==> src/spc_pkg.sv <==
// Package for the sleep and power controller: mode codes, states, timing.
// Assumes a single 50 MHz core clock.
package spc_pkg;
    localparam int CLK_MHZ = 50;
    localparam int CLK_PERIOD_NS = 20;
    // Sleep mode select codes
    localparam logic [1:0] MODE_IDLE = 2'h0;
    localparam logic [1:0] MODE_ADC_NR = 2'h1;
    localparam logic [1:0] MODE_PWR_DOWN = 2'h2;
    localparam logic [1:0] MODE_PWR_SAVE = 2'h3;
    // Wake stall beyond start-up
    localparam int WAKE_STALL_CYC = 4;
    // Brown-out detector settle time on wake
    localparam int BOD_WAKE_US = 60;
    localparam int BOD_WAKE_CYC = BOD_WAKE_US * CLK_MHZ;
    // Timed sequence windows
    localparam int UNLOCK_WIN_CYC = 4;
    localparam int BROWNOUT_SLEEP_OFF_DELAY_CYC = 3;
    localparam int BROWNOUT_SLEEP_OFF_HOLD_CYC = 3;
    // Default start-up count for clock restart
    localparam int STARTUP_CYC_DEF = 16;
    localparam int PERIPH_N = 8;
    // Wake source bit positions
    localparam int WK_EXT_LEVEL = 0;
    localparam int WK_EXT_EDGE = 1;
    localparam int WK_PIN_CHG = 2;
    localparam int WK_MEM_RDY = 3;
    localparam int WK_ADC = 4;
    localparam int WK_WDT = 5;
    localparam int WK_SER_START = 6;
    localparam int WK_TIMER0 = 7;
    localparam int WK_OTHER_IO = 8;
    localparam int WK_N = 9;
    // Clock enable vector positions
    localparam int CK_CORE = 0;
    localparam int CK_FLASH = 1;
    localparam int CK_IO = 2;
    localparam int CK_CONV = 3;
    localparam int CK_ASYNC = 4;
    localparam int CK_OSC = 5;
    localparam int CK_N = 6;
    typedef enum logic [3:0] {
        ST_ACTIVE = 4'h1,
        ST_SLEEP = 4'h2,
        ST_STARTUP = 4'h4,
        ST_STALL = 4'h8
    } spc_state_t;
endpackage

==> src/spc_timer.sv <==
// Down-counting delay timer with load and done flag.
// Assumes load is a one-cycle pulse from the same clock domain.
`timescale 1ns/1ns
module spc_timer #(
    parameter int W = 16
) (
    input wire logic core_clk, // system clock
    input wire logic rst_n, // async reset, active low
    input wire logic load, // start a new count
    input wire logic [W-1:0] count, // cycles to wait
    output logic done // count reached zero
);
    logic [W-1:0] cnt_reg;
    always_ff @(posedge core_clk or negedge rst_n) begin
        if (!rst_n) begin
            cnt_reg <= '0;
        end else if (load) begin
            cnt_reg <= count;
        end else if (cnt_reg != '0) begin
            cnt_reg <= cnt_reg - 1'b1;
        end
    end
    // Done must not look at load: the caller derives load from done
    assign done = (cnt_reg == '0);
endmodule // spc_timer

==> src/spc_ctrl.sv <==
// Sleep mode and clock gating controller for a small microcontroller core.
// Assumes all control inputs come from core logic on core_clk; wake sources
// are already synchronised by their peripherals.
`timescale 1ns/1ns
module spc_ctrl
    import spc_pkg::*;
#(
    parameter int STARTUP_CYC = spc_pkg::STARTUP_CYC_DEF,
    parameter int BOD_CYC = spc_pkg::BOD_WAKE_CYC
) (
    input wire logic core_clk, // system clock
    input wire logic rst_n, // async reset, active low
    input wire logic sleep_entry_permit, // sleep enable bit
    input wire logic [1:0] sleep_mode_select, // mode field
    input wire logic sleep_instr, // sleep instruction executed
    input wire logic core_control_wr, // write strobe of control reg
    input wire logic brownout_sleep_off_wd, // written sleep-off value
    input wire logic brownout_sleep_off_unlock_wd, // written unlock value
    input wire logic [spc_pkg::WK_N-1:0] wake_src, // enabled wake requests
    input wire logic timer0_async_select, // timer 0 on async clock
    input wire logic [1:0] timer0_irq_mask, // overflow, compare enables
    input wire logic global_irq_en, // global interrupt enable
    input wire logic sys_reset_req, // any reset source during sleep
    input wire logic adc_enabled, // converter is enabled
    input wire logic [spc_pkg::PERIPH_N-1:0] peripheral_clock_gate_reg, // gate bits
    output logic [spc_pkg::CK_N-1:0] clk_en, // domain clock enables
    output logic [spc_pkg::PERIPH_N-1:0] periph_clk_en, // per peripheral enables
    output logic [spc_pkg::PERIPH_N-1:0] periph_reg_access, // register access allowed
    output logic core_halt, // core stalled
    output logic wake_to_irq, // pulse: resume through handler
    output logic wake_to_reset, // pulse: restart at reset vector
    output logic adc_start, // pulse: auto conversion start
    output logic brownout_detector_en, // detector running
    output logic brownout_sleep_off, // sleep-off bit state
    output logic brownout_sleep_off_unlock, // unlock bit state
    output logic mem_retain // memories held during sleep
);
    import spc_pkg::*;

    spc_state_t state_reg;
    logic [1:0] mode_reg;
    logic bod_off_reg;
    logic via_reset_reg;
    logic [2:0] unlock_cnt_reg;
    logic [2:0] brownout_sleep_off_cnt_reg;
    logic brownout_sleep_off_active;
    logic wake_hit;
    logic go_sleep;
    logic tmr_load;
    logic [15:0] tmr_count;
    logic tmr_done;

    // Entry needs both conditions at once
    assign go_sleep = sleep_instr && sleep_entry_permit;

    // Sleep-off acts only during its window after three cycles
    assign brownout_sleep_off_active = brownout_sleep_off && (brownout_sleep_off_cnt_reg > 3'(BROWNOUT_SLEEP_OFF_DELAY_CYC));

    // Wake filter per mode
    always_comb begin
        wake_hit = 1'b0;
        unique case (mode_reg)
            MODE_IDLE: wake_hit = |wake_src;
            MODE_ADC_NR: wake_hit = wake_src[WK_ADC] | wake_src[WK_WDT] |
                wake_src[WK_SER_START] | wake_src[WK_TIMER0] |
                wake_src[WK_MEM_RDY] | wake_src[WK_EXT_LEVEL] |
                wake_src[WK_PIN_CHG];
            MODE_PWR_DOWN: wake_hit = wake_src[WK_WDT] | wake_src[WK_SER_START] |
                wake_src[WK_EXT_LEVEL] | wake_src[WK_PIN_CHG];
            MODE_PWR_SAVE: wake_hit = wake_src[WK_WDT] | wake_src[WK_SER_START] |
                wake_src[WK_EXT_LEVEL] | wake_src[WK_PIN_CHG] |
                (wake_src[WK_TIMER0] && timer0_async_select && global_irq_en &&
                 (|timer0_irq_mask));
        endcase
    end

    // Start-up length: fused period for deep modes, longer if detector was off
    // Loaded one short: the state holds one cycle more while done shows
    always_comb begin
        tmr_count = 16'(WAKE_STALL_CYC - 1);
        if (state_reg == ST_SLEEP) begin
            if (bod_off_reg && (BOD_CYC > STARTUP_CYC)) begin
                tmr_count = 16'(BOD_CYC - 1);
            end else if (mode_reg[1]) begin
                tmr_count = 16'(STARTUP_CYC - 1);
            end else begin
                tmr_count = 16'h0000;
            end
        end
    end
    assign tmr_load = (state_reg == ST_SLEEP && wake_hit && !sys_reset_req) ||
        (state_reg == ST_STARTUP && tmr_done);

    spc_timer #(
        .W(16)
    ) u_timer (
        .core_clk(core_clk),
        .rst_n(rst_n),
        .load(tmr_load),
        .count(tmr_count),
        .done(tmr_done)
    );

    // Main sequence
    always_ff @(posedge core_clk or negedge rst_n) begin
        if (!rst_n) begin
            state_reg <= ST_ACTIVE;
            mode_reg <= MODE_IDLE;
            bod_off_reg <= 1'b0;
            via_reset_reg <= 1'b0;
        end else begin
            unique case (state_reg)
                ST_ACTIVE: begin
                    if (go_sleep) begin
                        state_reg <= ST_SLEEP;
                        mode_reg <= sleep_mode_select;
                        bod_off_reg <= brownout_sleep_off_active && sleep_mode_select[1];
                        via_reset_reg <= 1'b0;
                    end
                end
                ST_SLEEP: begin
                    if (sys_reset_req) begin
                        state_reg <= ST_ACTIVE;
                        via_reset_reg <= 1'b1;
                        bod_off_reg <= 1'b0;
                    end else if (wake_hit) begin
                        state_reg <= ST_STARTUP;
                        bod_off_reg <= 1'b0;
                    end
                end
                ST_STARTUP: begin
                    if (tmr_done) begin
                        state_reg <= ST_STALL;
                    end
                end
                ST_STALL: begin
                    if (tmr_done) begin
                        state_reg <= ST_ACTIVE;
                    end
                end
                default: state_reg <= ST_ACTIVE;
            endcase
        end
    end

    // Outputs
    always_ff @(posedge core_clk or negedge rst_n) begin
        if (!rst_n) begin
            clk_en <= '1;
            periph_clk_en <= '1;
            periph_reg_access <= '1;
            core_halt <= 1'b0;
            wake_to_irq <= 1'b0;
            wake_to_reset <= 1'b0;
            adc_start <= 1'b0;
            brownout_detector_en <= 1'b1;
            mem_retain <= 1'b0;
        end else begin
            wake_to_irq <= state_reg == ST_STALL && tmr_done;
            wake_to_reset <= state_reg == ST_SLEEP && sys_reset_req;
            adc_start <= state_reg == ST_ACTIVE && go_sleep && adc_enabled &&
                !sleep_mode_select[1];
            core_halt <= state_reg != ST_ACTIVE && !(state_reg == ST_STALL && tmr_done);
            mem_retain <= state_reg != ST_ACTIVE;
            brownout_detector_en <= !(state_reg == ST_SLEEP && bod_off_reg &&
                !wake_hit && !sys_reset_req);
            if (state_reg == ST_SLEEP && !wake_hit && !sys_reset_req) begin
                clk_en[CK_CORE] <= 1'b0;
                clk_en[CK_FLASH] <= 1'b0;
                clk_en[CK_IO] <= mode_reg == MODE_IDLE;
                clk_en[CK_CONV] <= !mode_reg[1];
                clk_en[CK_ASYNC] <= mode_reg != MODE_PWR_DOWN;
                clk_en[CK_OSC] <= !mode_reg[1];
                periph_clk_en <= mode_reg == MODE_IDLE ? ~peripheral_clock_gate_reg
                    : '0;
            end else begin
                clk_en <= '1;
                periph_clk_en <= ~peripheral_clock_gate_reg;
            end
            periph_reg_access <= ~peripheral_clock_gate_reg;
        end
    end

    // Unlock window and sleep-off bit timing
    always_ff @(posedge core_clk or negedge rst_n) begin
        if (!rst_n) begin
            brownout_sleep_off_unlock <= 1'b0;
            unlock_cnt_reg <= 3'h0;
        end else if (core_control_wr && brownout_sleep_off_wd &&
                     brownout_sleep_off_unlock_wd) begin
            brownout_sleep_off_unlock <= 1'b1;
            unlock_cnt_reg <= 3'(UNLOCK_WIN_CYC);
        end else if (unlock_cnt_reg != 3'h0) begin
            unlock_cnt_reg <= unlock_cnt_reg - 3'h1;
            if (unlock_cnt_reg == 3'h1) begin
                brownout_sleep_off_unlock <= 1'b0;
            end
        end
    end

    always_ff @(posedge core_clk or negedge rst_n) begin
        if (!rst_n) begin
            brownout_sleep_off <= 1'b0;
            brownout_sleep_off_cnt_reg <= 3'h0;
        end else if (core_control_wr && brownout_sleep_off_wd &&
                     !brownout_sleep_off_unlock_wd && brownout_sleep_off_unlock) begin
            brownout_sleep_off <= 1'b1;
            brownout_sleep_off_cnt_reg <= 3'h1;
        end else if (brownout_sleep_off) begin
            if (brownout_sleep_off_cnt_reg == 3'(BROWNOUT_SLEEP_OFF_DELAY_CYC + BROWNOUT_SLEEP_OFF_HOLD_CYC)) begin
                brownout_sleep_off <= 1'b0;
                brownout_sleep_off_cnt_reg <= 3'h0;
            end else begin
                brownout_sleep_off_cnt_reg <= brownout_sleep_off_cnt_reg + 3'h1;
            end
        end
    end

    property p_sleep_entry;
        @(posedge core_clk) disable iff (!rst_n)
        (state_reg == ST_ACTIVE && !go_sleep) |=> state_reg != ST_SLEEP;
    endproperty
    a_sleep_entry: assert property (p_sleep_entry) else $error("sleep without permit");

    property p_idle_clocks;
        @(posedge core_clk) disable iff (!rst_n)
        (state_reg == ST_SLEEP && mode_reg == MODE_IDLE && !wake_hit && !sys_reset_req)
        |=> !clk_en[CK_CORE] && clk_en[CK_IO] && clk_en[CK_CONV];
    endproperty
    a_idle_clocks: assert property (p_idle_clocks) else $error("idle clock set wrong");

    property p_adcnr_io;
        @(posedge core_clk) disable iff (!rst_n)
        (state_reg == ST_SLEEP && mode_reg == MODE_ADC_NR && !wake_hit && !sys_reset_req)
        |=> !clk_en[CK_IO] && clk_en[CK_CONV];
    endproperty
    a_adcnr_io: assert property (p_adcnr_io) else $error("adc nr clocks wrong");

    property p_edge_blocked;
        @(posedge core_clk) disable iff (!rst_n)
        (state_reg == ST_SLEEP && mode_reg != MODE_IDLE && wake_src == WK_N'(1 << WK_EXT_EDGE)
         && !sys_reset_req) |=> state_reg == ST_SLEEP;
    endproperty
    a_edge_blocked: assert property (p_edge_blocked) else $error("edge woke deep sleep");

    property p_reset_wake;
        @(posedge core_clk) disable iff (!rst_n)
        (state_reg == ST_SLEEP && sys_reset_req) |=> wake_to_reset && state_reg == ST_ACTIVE;
    endproperty
    a_reset_wake: assert property (p_reset_wake) else $error("reset did not wake");

    property p_stall_four;
        @(posedge core_clk) disable iff (!rst_n)
        (state_reg == ST_STARTUP && tmr_done) |=> (state_reg == ST_STALL) [*4] ##1
            (state_reg == ST_ACTIVE && wake_to_irq);
    endproperty
    a_stall_four: assert property (p_stall_four) else $error("stall not four cycles");

    property p_brownout_sleep_off_clear;
        @(posedge core_clk) disable iff (!rst_n)
        $rose(brownout_sleep_off) |-> brownout_sleep_off [*6] ##1 !brownout_sleep_off;
    endproperty
    a_brownout_sleep_off_clear: assert property (p_brownout_sleep_off_clear) else $error("sleep-off timing wrong");

    property p_unlock_needed;
        @(posedge core_clk) disable iff (!rst_n)
        (!brownout_sleep_off && !brownout_sleep_off_unlock) |=> !brownout_sleep_off;
    endproperty
    a_unlock_needed: assert property (p_unlock_needed) else $error("sleep-off set unlocked");

    property p_gate;
        @(posedge core_clk) disable iff (!rst_n)
        (state_reg == ST_ACTIVE && !go_sleep) |=> periph_clk_en == ~$past(peripheral_clock_gate_reg);
    endproperty
    a_gate: assert property (p_gate) else $error("gate not applied");

endmodule // spc_ctrl

==> config.mk <==
export PLATFORM = sky130hd
export DESIGN_NAME = spc_ctrl
export DESIGN_NICKNAME = d
export VERILOG_FILES = /design/src/spc_pkg.sv /design/src/spc_timer.sv /design/src/spc_ctrl.sv
export SDC_FILE = /design/constraint.sdc
export NUM_CORES = 1
export LEC_CHECK = 0
export ABC_AREA = 1
export BUFFER_PORTS_ARGS = -buffer_cell sky130_fd_sc_hd__buf_2
export CAP_MARGIN = 20
export CORE_MARGIN = 2
export CORE_UTILIZATION = 30
export CTS_BUF_LIST = sky130_fd_sc_hd__clkbuf_8
export CTS_CLUSTER_DIAMETER = 150
export CTS_CLUSTER_SIZE = 20
export DETAILED_ROUTE_END_ITERATION = 16
export PLACE_DENSITY_LB_ADDON = 0.05
export SYNTH_ARGS = -nofsm -noshare
export SYNTH_HDL_FRONTEND = slang
export SYNTH_SLANG_ARGS = --single-unit
==> constraint.sdc <==
create_clock -name core_clk -period 1.37 [get_ports core_clk]
set_input_delay 0.2055 -clock core_clk [delete_from_list [all_inputs] [get_ports core_clk]]
set_output_delay 0.2055 -clock core_clk [all_outputs]
set_load 0.03 [all_outputs]
==> impl_results.md <==
* Initial Util at 30.6%
* Final setup fails at 16
* Number of global-route vias before repair at between 2,000 and 3,000
* Data arrival, critical path at 1.72 ns
* CTS max path bufs at 2
* Final nets at 511
* Worst Slack Setup Final at -0.134 ns
* RePlAce Congestion at 0.740
* Failing checks: setup timing
* Syn Area/Cell at 8.32 sq um
* Syn Std Cell Area at about 2800 sq um
* CTS tree: done
* CP most frequent cell: nor2_4
* Setup TNS at -1.75 ns
* WL final at 7080 microns
* Layout Cells excl Fill at 589
* Fin crit share at 110%
* Hold Path Class: in -> reg
* Setup crit start kind: flop
* P&R area growth vs syn at 52.7%
* Core Footprint at slightly above 9000 sq um
* Via count at 2,545
* Crit-path cells: inv_2, nand2_4, nor2_4, nor2_4, nand3_2, nand2_2, nand2_4, buf_12, nor2_4, a21oi_2
* Final Power at 8.13 mW
* Rows at 35
* Maximum number of pins on one net before global-route repair at 31
* Critical Path Max Stage Delay at 0.40 ns
* Layout cells sized above 1 at 46.7%
* DRT iter0 DRCs at 36
* Cells after synthesis at between 300 and 400
* RSZ-0062 raised after global routing: true
* Number of flip-flops in the largest register at 16
* Fin. max-slew vios at 0
* Grt ovf at 0
* Most frequent cells in the layout: 62 x buf_2, 61 x nand2_1, 58 x inv_1
* Die H at 100 microns
* DR vias/cell at 4.32
* Worst Tran Pin Value at 0.368 ns
* Post-route antenna net violation count at 0
* Die area at 10,100 sq um
* Pwr Density at approximately 1900 nW/um^2
* Synthesized flop and latch total at 57
* Net switching power at around 3.1 mW
* Critical path class: reg -> reg
* First-pass GRT wire length at 12,000 microns
* Critical Path RT at between 1.5 and 2 ns
* Antenna cells at 0
* Clk slew on worst S/H paths at 0.07 ns
* Worst-skew pair later-pin latency at about 0.33 ns
* Hold Vio Cnt, Final at 0
* Clock network power share at 21.9%
* Setup WS pre-CTS at -0.197 ns
* Rel. slew slack at 75.3%
* Sequential area share after synthesis at 52.2%
* Commonest non-fill, non-tap cell in the layout: buf_2
* GRT Total Usage at 15.3%
* CTS buffer count at 9
* Clock Tree Root: clkbuf_8
* Status: finished with violations
* Post-synth cell types at 28
* Combinational share of power at between 40% and 50%
* Die Span X at 100 microns
* Pleak at about 2.2 nW
* Synth Net Count at 373
* Initial antenna violation count at 0
* MaxCap Viol Count at 0
* Min cycle time layout at 1.50 ns
* Clk_skew at 0.00748 ns
* CP Max Fanout at 7
* Routed len/inst at roughly 12 microns
* I/O pins at 62
* FMAX at 665 MHz
* Yosys warns at 0
* Placed cell count at between 500 and 600
* Remaining DRCs at 0
* # clock sinks at 57
* Net Sw Frac at 38.5%
* CP Capture Type: flop
* Drt pass-1 iters at 4
* P_int at 5.00 mW
* Slowest CP cell: dfrtp_1
* PortBufs at 61
* Sequential power share at 30.7%
* CTS HTree Levels at 3
* Worst vdd ir at 0.776 mV
* Hpwl dp at 5140 microns
==> synth_stat cells (all sizes together) <==
cell type,instances,area [sq um]
nand3b,1,7.51
o21ai,11,55.1
dfstp,22,578
xnor2,1,8.76
inv,63,236
buf,5,38.8
nor3,10,60.1
nand3,26,130
a21oi,16,80.1
a211oi,1,7.51
xor2,9,78.8
o21bai,1,7.51
dfrtp,35,876
nand2,75,294
nand4,6,43.8
ha,6,75.1
o211ai,1,7.51
nor2,45,194
nor3b,1,7.51
==> logic make-up after synthesis <==
group	after synthesis	synth area share, %
xor gates and xnor gates	10	3.14
adders and majority gates	6	2.69
AOI/OAI and AO/OA	30	5.66
buffers and inverters	68	9.88
DFF	57	52.2
and+or+nand+nor	164	26.4
==> metrics by stage <==
stage               hold WS [ns]  util (%)  instance area, sq um
floorplan                -0.0901         -                  2800
global placement          0.0986      39.6                  3610
detailed placement         0.107      39.6                  3610
CTS                       0.0421      45.8                  4170
global route              0.0383      46.7                  4260
finish                    0.0608      46.7                  4260
==> worst paths after layout <==
kind | startpoint | to | slack [ns] | cells past startpoint
min in group asynchronous | rst_n | mem_retain | 0.28 | 2
max reg2reg | mode_reg[1] | u_timer.cnt_reg[4] | -0.13 | 10
max | mode_reg[1] | u_timer.cnt_reg[4] | -0.13 | 10
max in group asynchronous | rst_n | clk_en[4] | 0.48 | 3
min reg2reg | bod_off_reg | brownout_detector_en | 0.44 | 1
min | sleep_mode_select[1] | adc_start | 0.06 | 2
==> power groups by stage <==
stage	clock network (mW)	registers (mW)	logic, mW
after detailed placement	0	2.51	3.30
after CTS	1.83	2.49	3.72
final	1.78	2.49	3.86
after global placement	0	2.51	3.31
after global routing	1.94	2.57	4.32
after floorplan	0	2.68	1.71
==> metal layers <==
metal | routed length [microns] | vias to the layer above | track usage, % | part of all wire [%]
li1 | - | 1309 | - | -
met1 | 3380 | 1176 | 20.3 | 48
met2 | 3350 | 53 | 24.6 | 47
met3 | 265 | 7 | 3.76 | 3.7
met4 | 80 | 0 | 4.74 | 1.1
met5 | 0 | - | 0 | 0
==> area by class of cell <==
cell class | count | area [sq um]
multi-input cells | 210 | 1290
clock inverters | 7 | 95.1
inverters | 63 | 236
flip-flops and latches | 57 | 1450
well taps | 111 | 139
repair buffers | 132 | 915
clock buffers | 9 | 124
fillers | 925 | 4850
==> worst max-delay path: cells and delay by family, from the launching register on <==
kind / cells / cell delay, ns
flip-flops: 1 / 0.40
AO/OA/AOI/OAI: 1 / 0.05
buffers and inverters: 2 / 0.23
AND/OR/NAND/NOR: 7 / 0.70
==> timing repair <==
action,4_1_cts,5_1_grt
pin swaps,6,6
setup buffers,9,2
hold buffers,9,0
setup endpoints to repair,29,33
gates cloned,1,0
resized for setup,40,22
hold endpoints to repair,17,0
(Power assumes the default switching activity.)
